`src/ppm_cfg.svh`:
```
`ifndef PPM_CFG_SVH
`define PPM_CFG_SVH

// ****************************************************************
// Register indices (byte address is the index times four)
// ****************************************************************
`define PPM_IDX_A_DATA      9'h000
`define PPM_IDX_E_DATA      9'h001
`define PPM_IDX_A_DIR       9'h002
`define PPM_IDX_E_DIR       9'h003
`define PPM_IDX_RSVD_LO     9'h004
`define PPM_IDX_PULL        9'h00C
`define PPM_IDX_DRIVE       9'h00D
`define PPM_IDX_A_LEVEL     9'h120
`define PPM_IDX_E_LEVEL     9'h121
`define PPM_IDX_RSVD_HI     9'h122

// ****************************************************************
// Bus geometry
// ****************************************************************
`define PPM_ADDR_W          11
`define PPM_IDX_W           9

// ****************************************************************
// Port widths
// ****************************************************************
`define PPM_GROUP_A_W       8
`define PPM_GROUP_E_W       2
`define PPM_SPI_W           4

// ****************************************************************
// Field positions
// ****************************************************************
`define PPM_PULL_DBG_PU_BIT 6
`define PPM_PULL_E_PD_BIT   1
`define PPM_DRV_D_BIT       3
`define PPM_DRV_C_BIT       2
`define PPM_SPI_SS_BIT      3

// ****************************************************************
// Reset values
// ****************************************************************
`define PPM_RST_A_BYTE      8'h00
`define PPM_RST_E_BITS      2'h0
`define PPM_RST_DBG_PU      1'b0
`define PPM_RST_E_PD        1'b0
`define PPM_RST_D_RD        1'b0
`define PPM_RST_C_RD        1'b0

`endif

```
`src/ppm_pkg.sv`:
```
`default_nettype none

// ****************************************************************
// Shared types
// ****************************************************************
package ppm_pkg;

    // All ten pins, group E above group A
    typedef logic [9:0] ppm_pins_t;

    // Two-stage synchroniser state
    typedef struct packed {
        ppm_pins_t meta;
        ppm_pins_t stable;
    } ppm_sync_s;

    // Whole state of the top module
    typedef struct packed {
        logic [7:0]  a_data;
        logic [1:0]  e_data;
        logic [7:0]  a_dir;
        logic [1:0]  e_dir;
        logic        dbg_pu;
        logic        e_pd;
        logic        d_rd;
        logic        c_rd;
        logic [31:0] rdata;
        ppm_pins_t   pin_out;
        ppm_pins_t   pin_oe;
        logic [1:0]  osc_conn;
    } ppm_state_s;

endpackage : ppm_pkg

`default_nettype wire

```
`src/ppm_pin_mux.sv`:
```
`default_nettype none

// ****************************************************************
// Per-pin function selector
// ****************************************************************
module ppm_pin_mux #(
    parameter int W = 10
) (
    // General-purpose side
    input  wire logic [W-1:0] gpio_out_i,
    input  wire logic [W-1:0] gpio_dir_i,
    // Alternative function side
    input  wire logic [W-1:0] alt_sel_i,
    input  wire logic [W-1:0] alt_out_i,
    input  wire logic [W-1:0] alt_oe_i,
    // Next pin drive
    output logic      [W-1:0] pin_out_o,
    output logic      [W-1:0] pin_oe_o
);

    // One selector per pin
    for (genvar i = 0; i < W; i++) begin : g_pin
        assign pin_out_o[i] = alt_sel_i[i] ? alt_out_i[i] : gpio_out_i[i];
        assign pin_oe_o[i]  = alt_sel_i[i] ? alt_oe_i[i]  : gpio_dir_i[i];
    end

endmodule // ppm_pin_mux

`default_nettype wire

```
`src/ppm_port_mux_gpio.sv`:
```
// Local design decision: the APB interface to the registers.
`default_nettype none
`include "ppm_cfg.svh"

// ****************************************************************
// Port pin multiplexer and general-purpose I/O
// ****************************************************************

module ppm_port_mux_gpio (
    // Clock and reset
    input  wire logic                      CORE_CLK_I,
    input  wire logic                      SYS_RST_I,

    // APB slave
    input  wire logic                      PSEL_I,
    input  wire logic                      PENABLE_I,
    input  wire logic                      PWRITE_I,
    input  wire logic [`PPM_ADDR_W-1:0]    PADDR_I,
    input  wire logic [31:0]               PWDATA_I,
    input  wire logic [3:0]                PSTRB_I,
    output logic      [31:0]               PRDATA_O,
    output logic                           PREADY_O,
    output logic                           PSLVERR_O,

    // Group A pins
    input  wire logic [`PPM_GROUP_A_W-1:0] GROUP_A_PIN_I,
    output logic      [`PPM_GROUP_A_W-1:0] GROUP_A_PIN_O,
    output logic      [`PPM_GROUP_A_W-1:0] GROUP_A_PIN_OE_O,

    // Group E pins
    input  wire logic [`PPM_GROUP_E_W-1:0] GROUP_E_PIN_I,
    output logic      [`PPM_GROUP_E_W-1:0] GROUP_E_PIN_O,
    output logic      [`PPM_GROUP_E_W-1:0] GROUP_E_PIN_OE_O,

    // Serial peripheral interface
    input  wire logic                      SPI_EN_I,
    input  wire logic                      SPI_MASTER_I,
    input  wire logic                      SPI_FAULT_DET_I,
    input  wire logic [`PPM_SPI_W-1:0]     SPI_DO_I,
    input  wire logic [`PPM_SPI_W-1:0]     SPI_OE_I,
    output logic      [`PPM_SPI_W-1:0]     SPI_DI_O,

    // Crystal oscillator
    input  wire logic                      OSC_EN_I,
    output logic      [`PPM_GROUP_E_W-1:0] CRYSTAL_CONNECT_O,

    // Pad control
    output logic                           DEBUG_PIN_PULLUP_EN_O,
    output logic                           GROUP_E_PULLDOWN_EN_O,
    output logic                           GROUP_D_REDUCED_DRIVE_O,
    output logic                           GROUP_C_REDUCED_DRIVE_O
);

    // ****************************************************************
    // Declarations
    // ****************************************************************
    // Register state
    ppm_pkg::ppm_state_s  s_q;
    ppm_pkg::ppm_state_s  s_d;

    // Synchronised pins and function requests
    ppm_pkg::ppm_pins_t   pins_sync;
    ppm_pkg::ppm_pins_t   alt_sel;
    ppm_pkg::ppm_pins_t   alt_out;
    ppm_pkg::ppm_pins_t   alt_oe;
    ppm_pkg::ppm_pins_t   nxt_out;
    ppm_pkg::ppm_pins_t   nxt_oe;
    logic                 ss_drive;

    // Read path
    logic [7:0]           a_level;
    logic [1:0]           e_level;
    logic [7:0]           a_read;
    logic [1:0]           e_read;
    logic [31:0]          rd_word;

    // Bus decode, one strobe per register
    logic                 hit_a_data;
    logic                 hit_e_data;
    logic                 hit_a_dir;
    logic                 hit_e_dir;
    logic                 hit_pull;
    logic                 hit_drive;
    logic                 hit_a_level;
    logic                 hit_e_level;

    // Bus strobes and per-register write enables
    logic                 wr_take;
    logic                 rd_setup;
    logic [7:0]           wbyte;
    logic                 wr_a_data;
    logic                 wr_e_data;
    logic                 wr_a_dir;
    logic                 wr_e_dir;
    logic                 wr_pull;
    logic                 wr_drive;

    // ****************************************************************
    // Address decode
    // ****************************************************************

    // Exact word hit; misaligned byte addresses never match
    function automatic logic reg_hit(input logic [`PPM_ADDR_W-1:0] addr,
                                     input logic [`PPM_IDX_W-1:0]  idx);
        reg_hit = (addr == {idx, 2'b00});
    endfunction

    // Decoded once, shared by the read mux and the write path
    assign hit_a_data  = reg_hit(PADDR_I, `PPM_IDX_A_DATA);
    assign hit_e_data  = reg_hit(PADDR_I, `PPM_IDX_E_DATA);
    assign hit_a_dir   = reg_hit(PADDR_I, `PPM_IDX_A_DIR);
    assign hit_e_dir   = reg_hit(PADDR_I, `PPM_IDX_E_DIR);
    assign hit_pull    = reg_hit(PADDR_I, `PPM_IDX_PULL);
    assign hit_drive   = reg_hit(PADDR_I, `PPM_IDX_DRIVE);
    assign hit_a_level = reg_hit(PADDR_I, `PPM_IDX_A_LEVEL);
    assign hit_e_level = reg_hit(PADDR_I, `PPM_IDX_E_LEVEL);

    // ****************************************************************
    // Pin synchroniser
    // ****************************************************************

    // Two flops add two cycles of input latency, the price
    // of keeping a pin edge near the clock out of the read mux
    // Group E above group A
    ppm_sync u_sync (
        .clk_i  (CORE_CLK_I),
        .rst_i  (SYS_RST_I),
        .pins_i ({GROUP_E_PIN_I, GROUP_A_PIN_I}),
        .pins_o (pins_sync)
    );

    // Synchronised levels per group
    assign a_level = pins_sync[7:0];
    assign e_level = pins_sync[9:8];

    // ****************************************************************
    // Alternative function requests
    // ****************************************************************

    // Fault detection needs the select pin as an input
    // slave select direction
    assign ss_drive = SPI_MASTER_I & ~SPI_FAULT_DET_I;

    // Unclaimed pins fall back to GPIO in the selector
    // Upper group A pins have no alternative function
    always_comb begin
        alt_sel = '0;
        alt_out = '0;
        alt_oe  = '0;
        alt_sel[3:0] = {4{SPI_EN_I}};
        alt_out[2:0] = SPI_DO_I[2:0];
        alt_oe[2:0]  = SPI_OE_I[2:0];
        alt_out[`PPM_SPI_SS_BIT] = SPI_DO_I[`PPM_SPI_SS_BIT];
        alt_oe[`PPM_SPI_SS_BIT]  = ss_drive;
        alt_sel[9:8] = {2{OSC_EN_I}};
    end

    // ****************************************************************
    // Function selector
    // ****************************************************************

    // Priority sits in one place so a new function slots in
    // fixed priority per pin
    ppm_pin_mux #(
        .W (10)
    ) u_mux (
        .gpio_out_i ({s_q.e_data, s_q.a_data}),
        .gpio_dir_i ({s_q.e_dir,  s_q.a_dir}),
        .alt_sel_i  (alt_sel),
        .alt_out_i  (alt_out),
        .alt_oe_i   (alt_oe),
        .pin_out_o  (nxt_out),
        .pin_oe_o   (nxt_oe)
    );

    // ****************************************************************
    // Data read path
    // ****************************************************************

    // latch when output, pin when input
    assign a_read = (s_q.a_dir & s_q.a_data) | (~s_q.a_dir & a_level);
    assign e_read = (s_q.e_dir & s_q.e_data) | (~s_q.e_dir & e_level);

    // Read word for the addressed register
    always_comb begin
        rd_word = '0;
        if (hit_a_data) begin
            rd_word[7:0] = a_read;
        end
        if (hit_e_data) begin
            rd_word[1:0] = e_read;
        end
        if (hit_a_dir) begin
            rd_word[7:0] = s_q.a_dir;
        end
        if (hit_e_dir) begin
            rd_word[1:0] = s_q.e_dir;
        end
        if (hit_pull) begin
            rd_word[`PPM_PULL_DBG_PU_BIT] = s_q.dbg_pu;
            rd_word[`PPM_PULL_E_PD_BIT]   = s_q.e_pd;
        end
        if (hit_drive) begin
            rd_word[`PPM_DRV_D_BIT] = s_q.d_rd;
            rd_word[`PPM_DRV_C_BIT] = s_q.c_rd;
        end
        if (hit_a_level) begin
            rd_word[7:0] = a_level;
        end
        if (hit_e_level) begin
            rd_word[1:0] = e_level;
        end
    end

    // ****************************************************************
    // Bus strobes
    // ****************************************************************

    // Only byte lane 0 carries register data
    assign wr_take  = PSEL_I & PENABLE_I & PWRITE_I & PSTRB_I[0];
    assign rd_setup = PSEL_I & ~PENABLE_I & ~PWRITE_I;
    assign wbyte    = PWDATA_I[7:0];

    // Level registers get no enable, so writes to them fall away
    // no enable for levels
    assign wr_a_data = wr_take & hit_a_data;
    assign wr_e_data = wr_take & hit_e_data;
    assign wr_a_dir  = wr_take & hit_a_dir;
    assign wr_e_dir  = wr_take & hit_e_dir;
    assign wr_pull   = wr_take & hit_pull;
    assign wr_drive  = wr_take & hit_drive;

    // ****************************************************************
    // Next state
    // ****************************************************************

    // Registers, read capture and pad drive
    always_comb begin
        s_d = s_q;
        // Writes land at the access edge
        if (wr_a_data) begin
            s_d.a_data = wbyte;
        end
        if (wr_e_data) begin
            s_d.e_data = wbyte[1:0];
        end
        if (wr_a_dir) begin
            s_d.a_dir = wbyte;
        end
        if (wr_e_dir) begin
            s_d.e_dir = wbyte[1:0];
        end
        if (wr_pull) begin
            s_d.dbg_pu = wbyte[`PPM_PULL_DBG_PU_BIT];
            s_d.e_pd   = wbyte[`PPM_PULL_E_PD_BIT];
        end
        if (wr_drive) begin
            s_d.d_rd = wbyte[`PPM_DRV_D_BIT];
            s_d.c_rd = wbyte[`PPM_DRV_C_BIT];
        end

        // Captured at setup so the slave never needs a wait state
        // unmapped and reserved read zero
        if (rd_setup) begin
            s_d.rdata = rd_word;
        end

        // Registered pad drive costs one cycle of latency
        // but keeps decode glitches off the pads
        s_d.pin_out  = nxt_out;
        s_d.pin_oe   = nxt_oe;
        s_d.osc_conn = {2{OSC_EN_I}};

        if (SYS_RST_I) begin
            s_d        = '0;
            s_d.a_data = `PPM_RST_A_BYTE;
            s_d.a_dir  = `PPM_RST_A_BYTE;
            s_d.e_data = `PPM_RST_E_BITS;
            s_d.e_dir  = `PPM_RST_E_BITS;
            s_d.dbg_pu = `PPM_RST_DBG_PU;
            s_d.e_pd   = `PPM_RST_E_PD;
            s_d.d_rd   = `PPM_RST_D_RD;
            s_d.c_rd   = `PPM_RST_C_RD;
        end
    end

    // No asynchronous reset: pads are unknown until the first edge
    // State register, reset folded into the next state
    always_ff @(posedge CORE_CLK_I) begin
        s_q <= s_d;
    end

    // ****************************************************************
    // Outputs
    // ****************************************************************

    // Bus answer: read word captured in setup, no wait states
    // A write leaves the captured read word alone
    assign PRDATA_O  = s_q.rdata;
    assign PREADY_O  = 1'b1;
    assign PSLVERR_O = 1'b0;

    // ****************************************************************
    // Pad and function outputs
    // ****************************************************************

    // Pads
    assign GROUP_A_PIN_O    = s_q.pin_out[7:0];
    assign GROUP_A_PIN_OE_O = s_q.pin_oe[7:0];
    assign GROUP_E_PIN_O    = s_q.pin_out[9:8];
    assign GROUP_E_PIN_OE_O = s_q.pin_oe[9:8];

    // SPI inputs always see the synchronised pins
    assign SPI_DI_O = a_level[3:0];

    // Crystal hookup follows the enable one edge late
    assign CRYSTAL_CONNECT_O       = s_q.osc_conn;

    // Pad control straight from the registers
    assign DEBUG_PIN_PULLUP_EN_O   = s_q.dbg_pu;
    assign GROUP_E_PULLDOWN_EN_O   = s_q.e_pd;
    assign GROUP_D_REDUCED_DRIVE_O = s_q.d_rd;
    assign GROUP_C_REDUCED_DRIVE_O = s_q.c_rd;

endmodule // ppm_port_mux_gpio

`default_nettype wire

```
`src/ppm_sync.sv`:
```
`default_nettype none

// ****************************************************************
// Two-flop pin synchroniser
// ****************************************************************
module ppm_sync (
    // Clock and reset
    input  wire logic              clk_i,
    input  wire logic              rst_i,
    // Raw and synchronised levels
    input  wire ppm_pkg::ppm_pins_t pins_i,
    output var  ppm_pkg::ppm_pins_t pins_o
);

    ppm_pkg::ppm_sync_s s_q;
    ppm_pkg::ppm_sync_s s_d;

    // Meta stage feeds only the stable stage
    always_comb begin
        s_d = s_q;
        s_d.meta   = pins_i;
        s_d.stable = s_q.meta;
        if (rst_i) begin
            s_d = '0;
        end
    end

    // State register
    always_ff @(posedge clk_i) begin
        s_q <= s_d;
    end

    assign pins_o = s_q.stable;

endmodule // ppm_sync

`default_nettype wire

```
`config.mk`:
```
export PLATFORM = sky130hd
export DESIGN_NAME = ppm_port_mux_gpio
export DESIGN_NICKNAME = d
export VERILOG_FILES = /design/src/ppm_pkg.sv /design/src/ppm_pin_mux.sv /design/src/ppm_port_mux_gpio.sv /design/src/ppm_sync.sv
export VERILOG_INCLUDE_DIRS = /design/src
export SDC_FILE = /design/constraint.sdc
export NUM_CORES = 1
export LEC_CHECK = 0
export BUFFER_PORTS_ARGS = -buffer_cell sky130_fd_sc_hd__buf_2
export CAP_MARGIN = 30
export CELL_PAD_IN_SITES_DETAIL_PLACEMENT = 0
export CELL_PAD_IN_SITES_GLOBAL_PLACEMENT = 1
export CORE_ASPECT_RATIO = 0.75
export CORE_MARGIN = 2
export CORE_UTILIZATION = 33
export DETAILED_ROUTE_END_ITERATION = 6
export MAX_ROUTING_LAYER = met4
export PLACE_DENSITY = 0.85
export REMOVE_ABC_BUFFERS = 1
export SLEW_MARGIN = 40
export SYNTH_ARGS = -nofsm -noshare
export SYNTH_HDL_FRONTEND = slang
export SYNTH_HIERARCHICAL = 1
export SYNTH_SLANG_ARGS = --single-unit
```
`constraint.sdc`:
```
create_clock -name CORE_CLK_I -period 1.9 [get_ports CORE_CLK_I]
set_input_delay 0.38 -clock CORE_CLK_I [delete_from_list [all_inputs] [get_ports CORE_CLK_I]]
set_output_delay 0.38 -clock CORE_CLK_I [all_outputs]
set_load 0.005 [all_outputs]
```
==> results.sh <==
export IMPL_htreeDepth=3
export IMPL_cp_start_kind="input pin"
export IMPL_ir_worst_vdd_mv=0.539
export IMPL_skew_ps=4.76
export IMPL_drive_above_1_share_pct=34.6
export IMPL_synth_top_family_by_area="simple AND/OR/NAND/NOR gates"
export IMPL_worstSetupPathType="input pin to register"
export IMPL_die_area_um2=11800
export IMPL_nets=537
export IMPL_synth_most_common_cell="dfxtp_1"
export IMPL_die_w_um=125
export IMPL_max_stage_delay_ps=550
export IMPL_fin_crit_sh_pct=87.7
export IMPL_synth_seq_cells=73
export IMPL_post_cts_resized=0
export IMPL_clock_insertion_delay_worst_skew_ps=330
export IMPL_clock_sinks=73
export IMPL_synth_area_top_cells="dfxtp_1 40%, buf_4 14%, mux2_4 5.8%, mux2i_1 4.4%, nor2b_2 3.9%"
export IMPL_netlist_instances=383
export IMPL_cap_viol_max_count=0
export IMPL_io_pins=138
export IMPL_min_delay_start="GROUP_A_PIN_I[1]"
export IMPL_antenna_found_initial=1
export IMPL_grt_max_degree=38
export IMPL_dp_slack_ps=-110
export IMPL_root_buffer="clkbuf_16"
export IMPL_dr_pass1_iters=4
export IMPL_critPathCaptureType="register"
export IMPL_status="completed"
export IMPL_ys_flop_type="dfxtp_1"
export IMPL_cts_setup_buffers=0
export IMPL_routed_via_density=4.44
export IMPL_crit_slowest_cell="or4_4"
export IMPL_synthXorXnorAreaFrac_pct=0
export IMPL_rsz0062_at_grt="false"
export IMPL_hpwl_um=6240
export IMPL_cts_clk_slew_worst_paths_ps=50
export IMPL_fin_setup_tns_ps=0
export IMPL_met1_usage_pct=17.7
export IMPL_crit_fanout=4
export IMPL_required_ps=2110
export IMPL_critPathArrivalTime_ps=1870
export IMPL_place_congestion=0.916
export IMPL_total_power_mw=3.53
export IMPL_rows=33
export IMPL_yosys_top_cells_count="73 x dfxtp_1, 66 x buf_4, 28 x nor2_1, 22 x nor2b_1, 20 x nand2_1"
export IMPL_synthSimpleGateAreaFrac_pct=23.6
export IMPL_drt_iter0_markers=80
export IMPL_met3_usage_pct=5.67
export IMPL_yosys_area_top_type="dfxtp_1"
export IMPL_fillers=1123
export IMPL_r2r_cells=5
export IMPL_yosysWarningCount=6
export IMPL_syn_area_per_cell_um2=9.46
export IMPL_drc=0
export IMPL_r2r_end="PRDATA_O[1]"
export IMPL_fmax_mhz=600
export IMPL_power_leakage_nw=1.88
export IMPL_grt_usage_pct=14.2
export IMPL_fin_crit_ps=1670
export IMPL_p_per_area_nw_per_um2=826
export IMPL_rrSetupSlack_ps=520
export IMPL_final_hold_violation_count=0
export IMPL_dr_total_vias=2701
export IMPL_grt_pass1_vias=2531
export IMPL_final_max_slew_viol_count=0
export IMPL_hold_path_end="u_sync/s_q[11]"
export IMPL_worst_slack_ps=235
export IMPL_synth_compound_area_share_pct=7.77
export IMPL_busiest_layer="met2"
export IMPL_yosysUniqueCellTypes=40
export IMPL_cts_tree="done"
export IMPL_synthAdderAreaFrac_pct=0
export IMPL_synth_top_cell_area_share_pct=40.3
export IMPL_cts_buffers=9
export IMPL_async_reset_ff_share_pct=0
export IMPL_ys_seq_area_share_pct=40.3
export IMPL_synth_edff_count=0
export IMPL_coreArea_um2=10800
export IMPL_syn_area_um2=3620
export IMPL_cp_cell_sequence="buf_2 -> or4_4 -> nor3_4 -> and3_1 -> buf_4 -> mux2i_1 -> nor2_1"
export IMPL_synth_mux_area_share_pct=12.1
export IMPL_reg2reg_from="u_sync/pins_o[1]"
export IMPL_postCtsHoldBufs=0
export IMPL_grt_pass1_wl_um=12600
export IMPL_setup_violations_final=0
export IMPL_grt_overflow_total=0
export IMPL_whs_path_depth=2
export IMPL_routed_wl_um=8050
export IMPL_utilization_pct=39.6
export IMPL_grt_use_met2_pct=21.1
export IMPL_start_util_pct=33.5
export IMPL_areaGrowthSynthToFinish_pct=18.1
export IMPL_wl_per_cell_um=13.2
export IMPL_clockBufferDepth=2
export IMPL_drt_antenna_violating_nets=0
export IMPL_portBuffers=83
export IMPL_hold_path_class="input pin to register"
export IMPL_critPathLaunch="PADDR_I[4]"
export IMPL_die_h_um=94.7
==> sequential cells by signal (all words and copies together), names as in the netlist, 2 cells and up <==
name,cells
s_q,20
u_sync/s_q,10
u_sync/pins_o,10
GROUP_A_PIN_O,8
PRDATA_O,8
GROUP_E_PIN_OE_O,2
GROUP_A_PIN_OE_O,8
GROUP_E_PIN_O,2
==> where the power goes <==
part | total [mW] | internal [mW] | leakage (nW) | switching, mW
logic | 0.296 | 0.148 | 1.15 | 0.148
registers | 1.59 | 1.57 | 0.596 | 0.0129
clock network | 1.65 | 1.05 | 0.144 | 0.603
==> worst max path at each step <==
stage | end
after detailed placement | s_q[67]
after CTS | s_q[67]
after global placement | s_q[66]
after global routing | s_q[74]
final | s_q[66]
after floorplan | s_q[60]
==> stage by stage <==
stage,instances,hold slack [ps],area (um2)
detailed placement,592,424,3990
floorplan,346,415,3210
finish,609,256,4280
CTS,608,244,4280
global placement,592,420,3990
global route,609,248,4280
==> cell families (layout without fill, tap and decap cells) <==
group	count (synthesis)	in the layout
AOI/OAI and AO/OA	48	48
buffers and inverters	82	123
DFF	73	73
muxes	36	36
other	2	47
and+or+nand+nor	142	142
==> placed cells by master, fill, tap and decap left out, drive strengths merged, types with 2 or more instances in the layout <==
cell / instances
o22ai: 7
nor3: 12
nand2: 20
or3: 3
mux2i: 16
mux2: 20
clkinv: 2
nand3: 13
nor4: 3
nand3b: 3
nand4: 6
o221ai: 5
conb: 46
nor2: 28
a21oi: 18
o21ai: 13
and3: 2
or3b: 4
dfxtp: 73
nor2b: 42
clkbuf: 13
buf: 106
==> worst max-delay path, delay by kind of cell <==
kind,cells,cell delay (ps)
muxes,1,190
buffers and inverters,2,290
and+or+nand+nor,4,1010
==> cell type report <==
| class | count | area, um2 | area share, % |
|---|---|---|---|
| Tap cell | 140 | 175 | 4.09 |
| Clock inverter | 3 | 40.0 | 0.936 |
| Sequential cell | 73 | 1460 | 34.2 |
| Multi-Input combinational cell | 272 | 1750 | 40.8 |
| Timing Repair Buffer | 106 | 601 | 14.0 |
| Clock buffer | 13 | 250 | 5.85 |
| Inverter | 1 | 3.75 | 0.0877 |
| Antenna cell | 1 | 2.50 | 0.0585 |
==> layer usage <==
metal  vias up  share of wire, %
li1       1362                 -
met1      1228                47
met2        95                44
met3        16               7.9
met4         0               1.9
met5         -                 0
No activity file was read; power rests on OpenSTA's default activity.
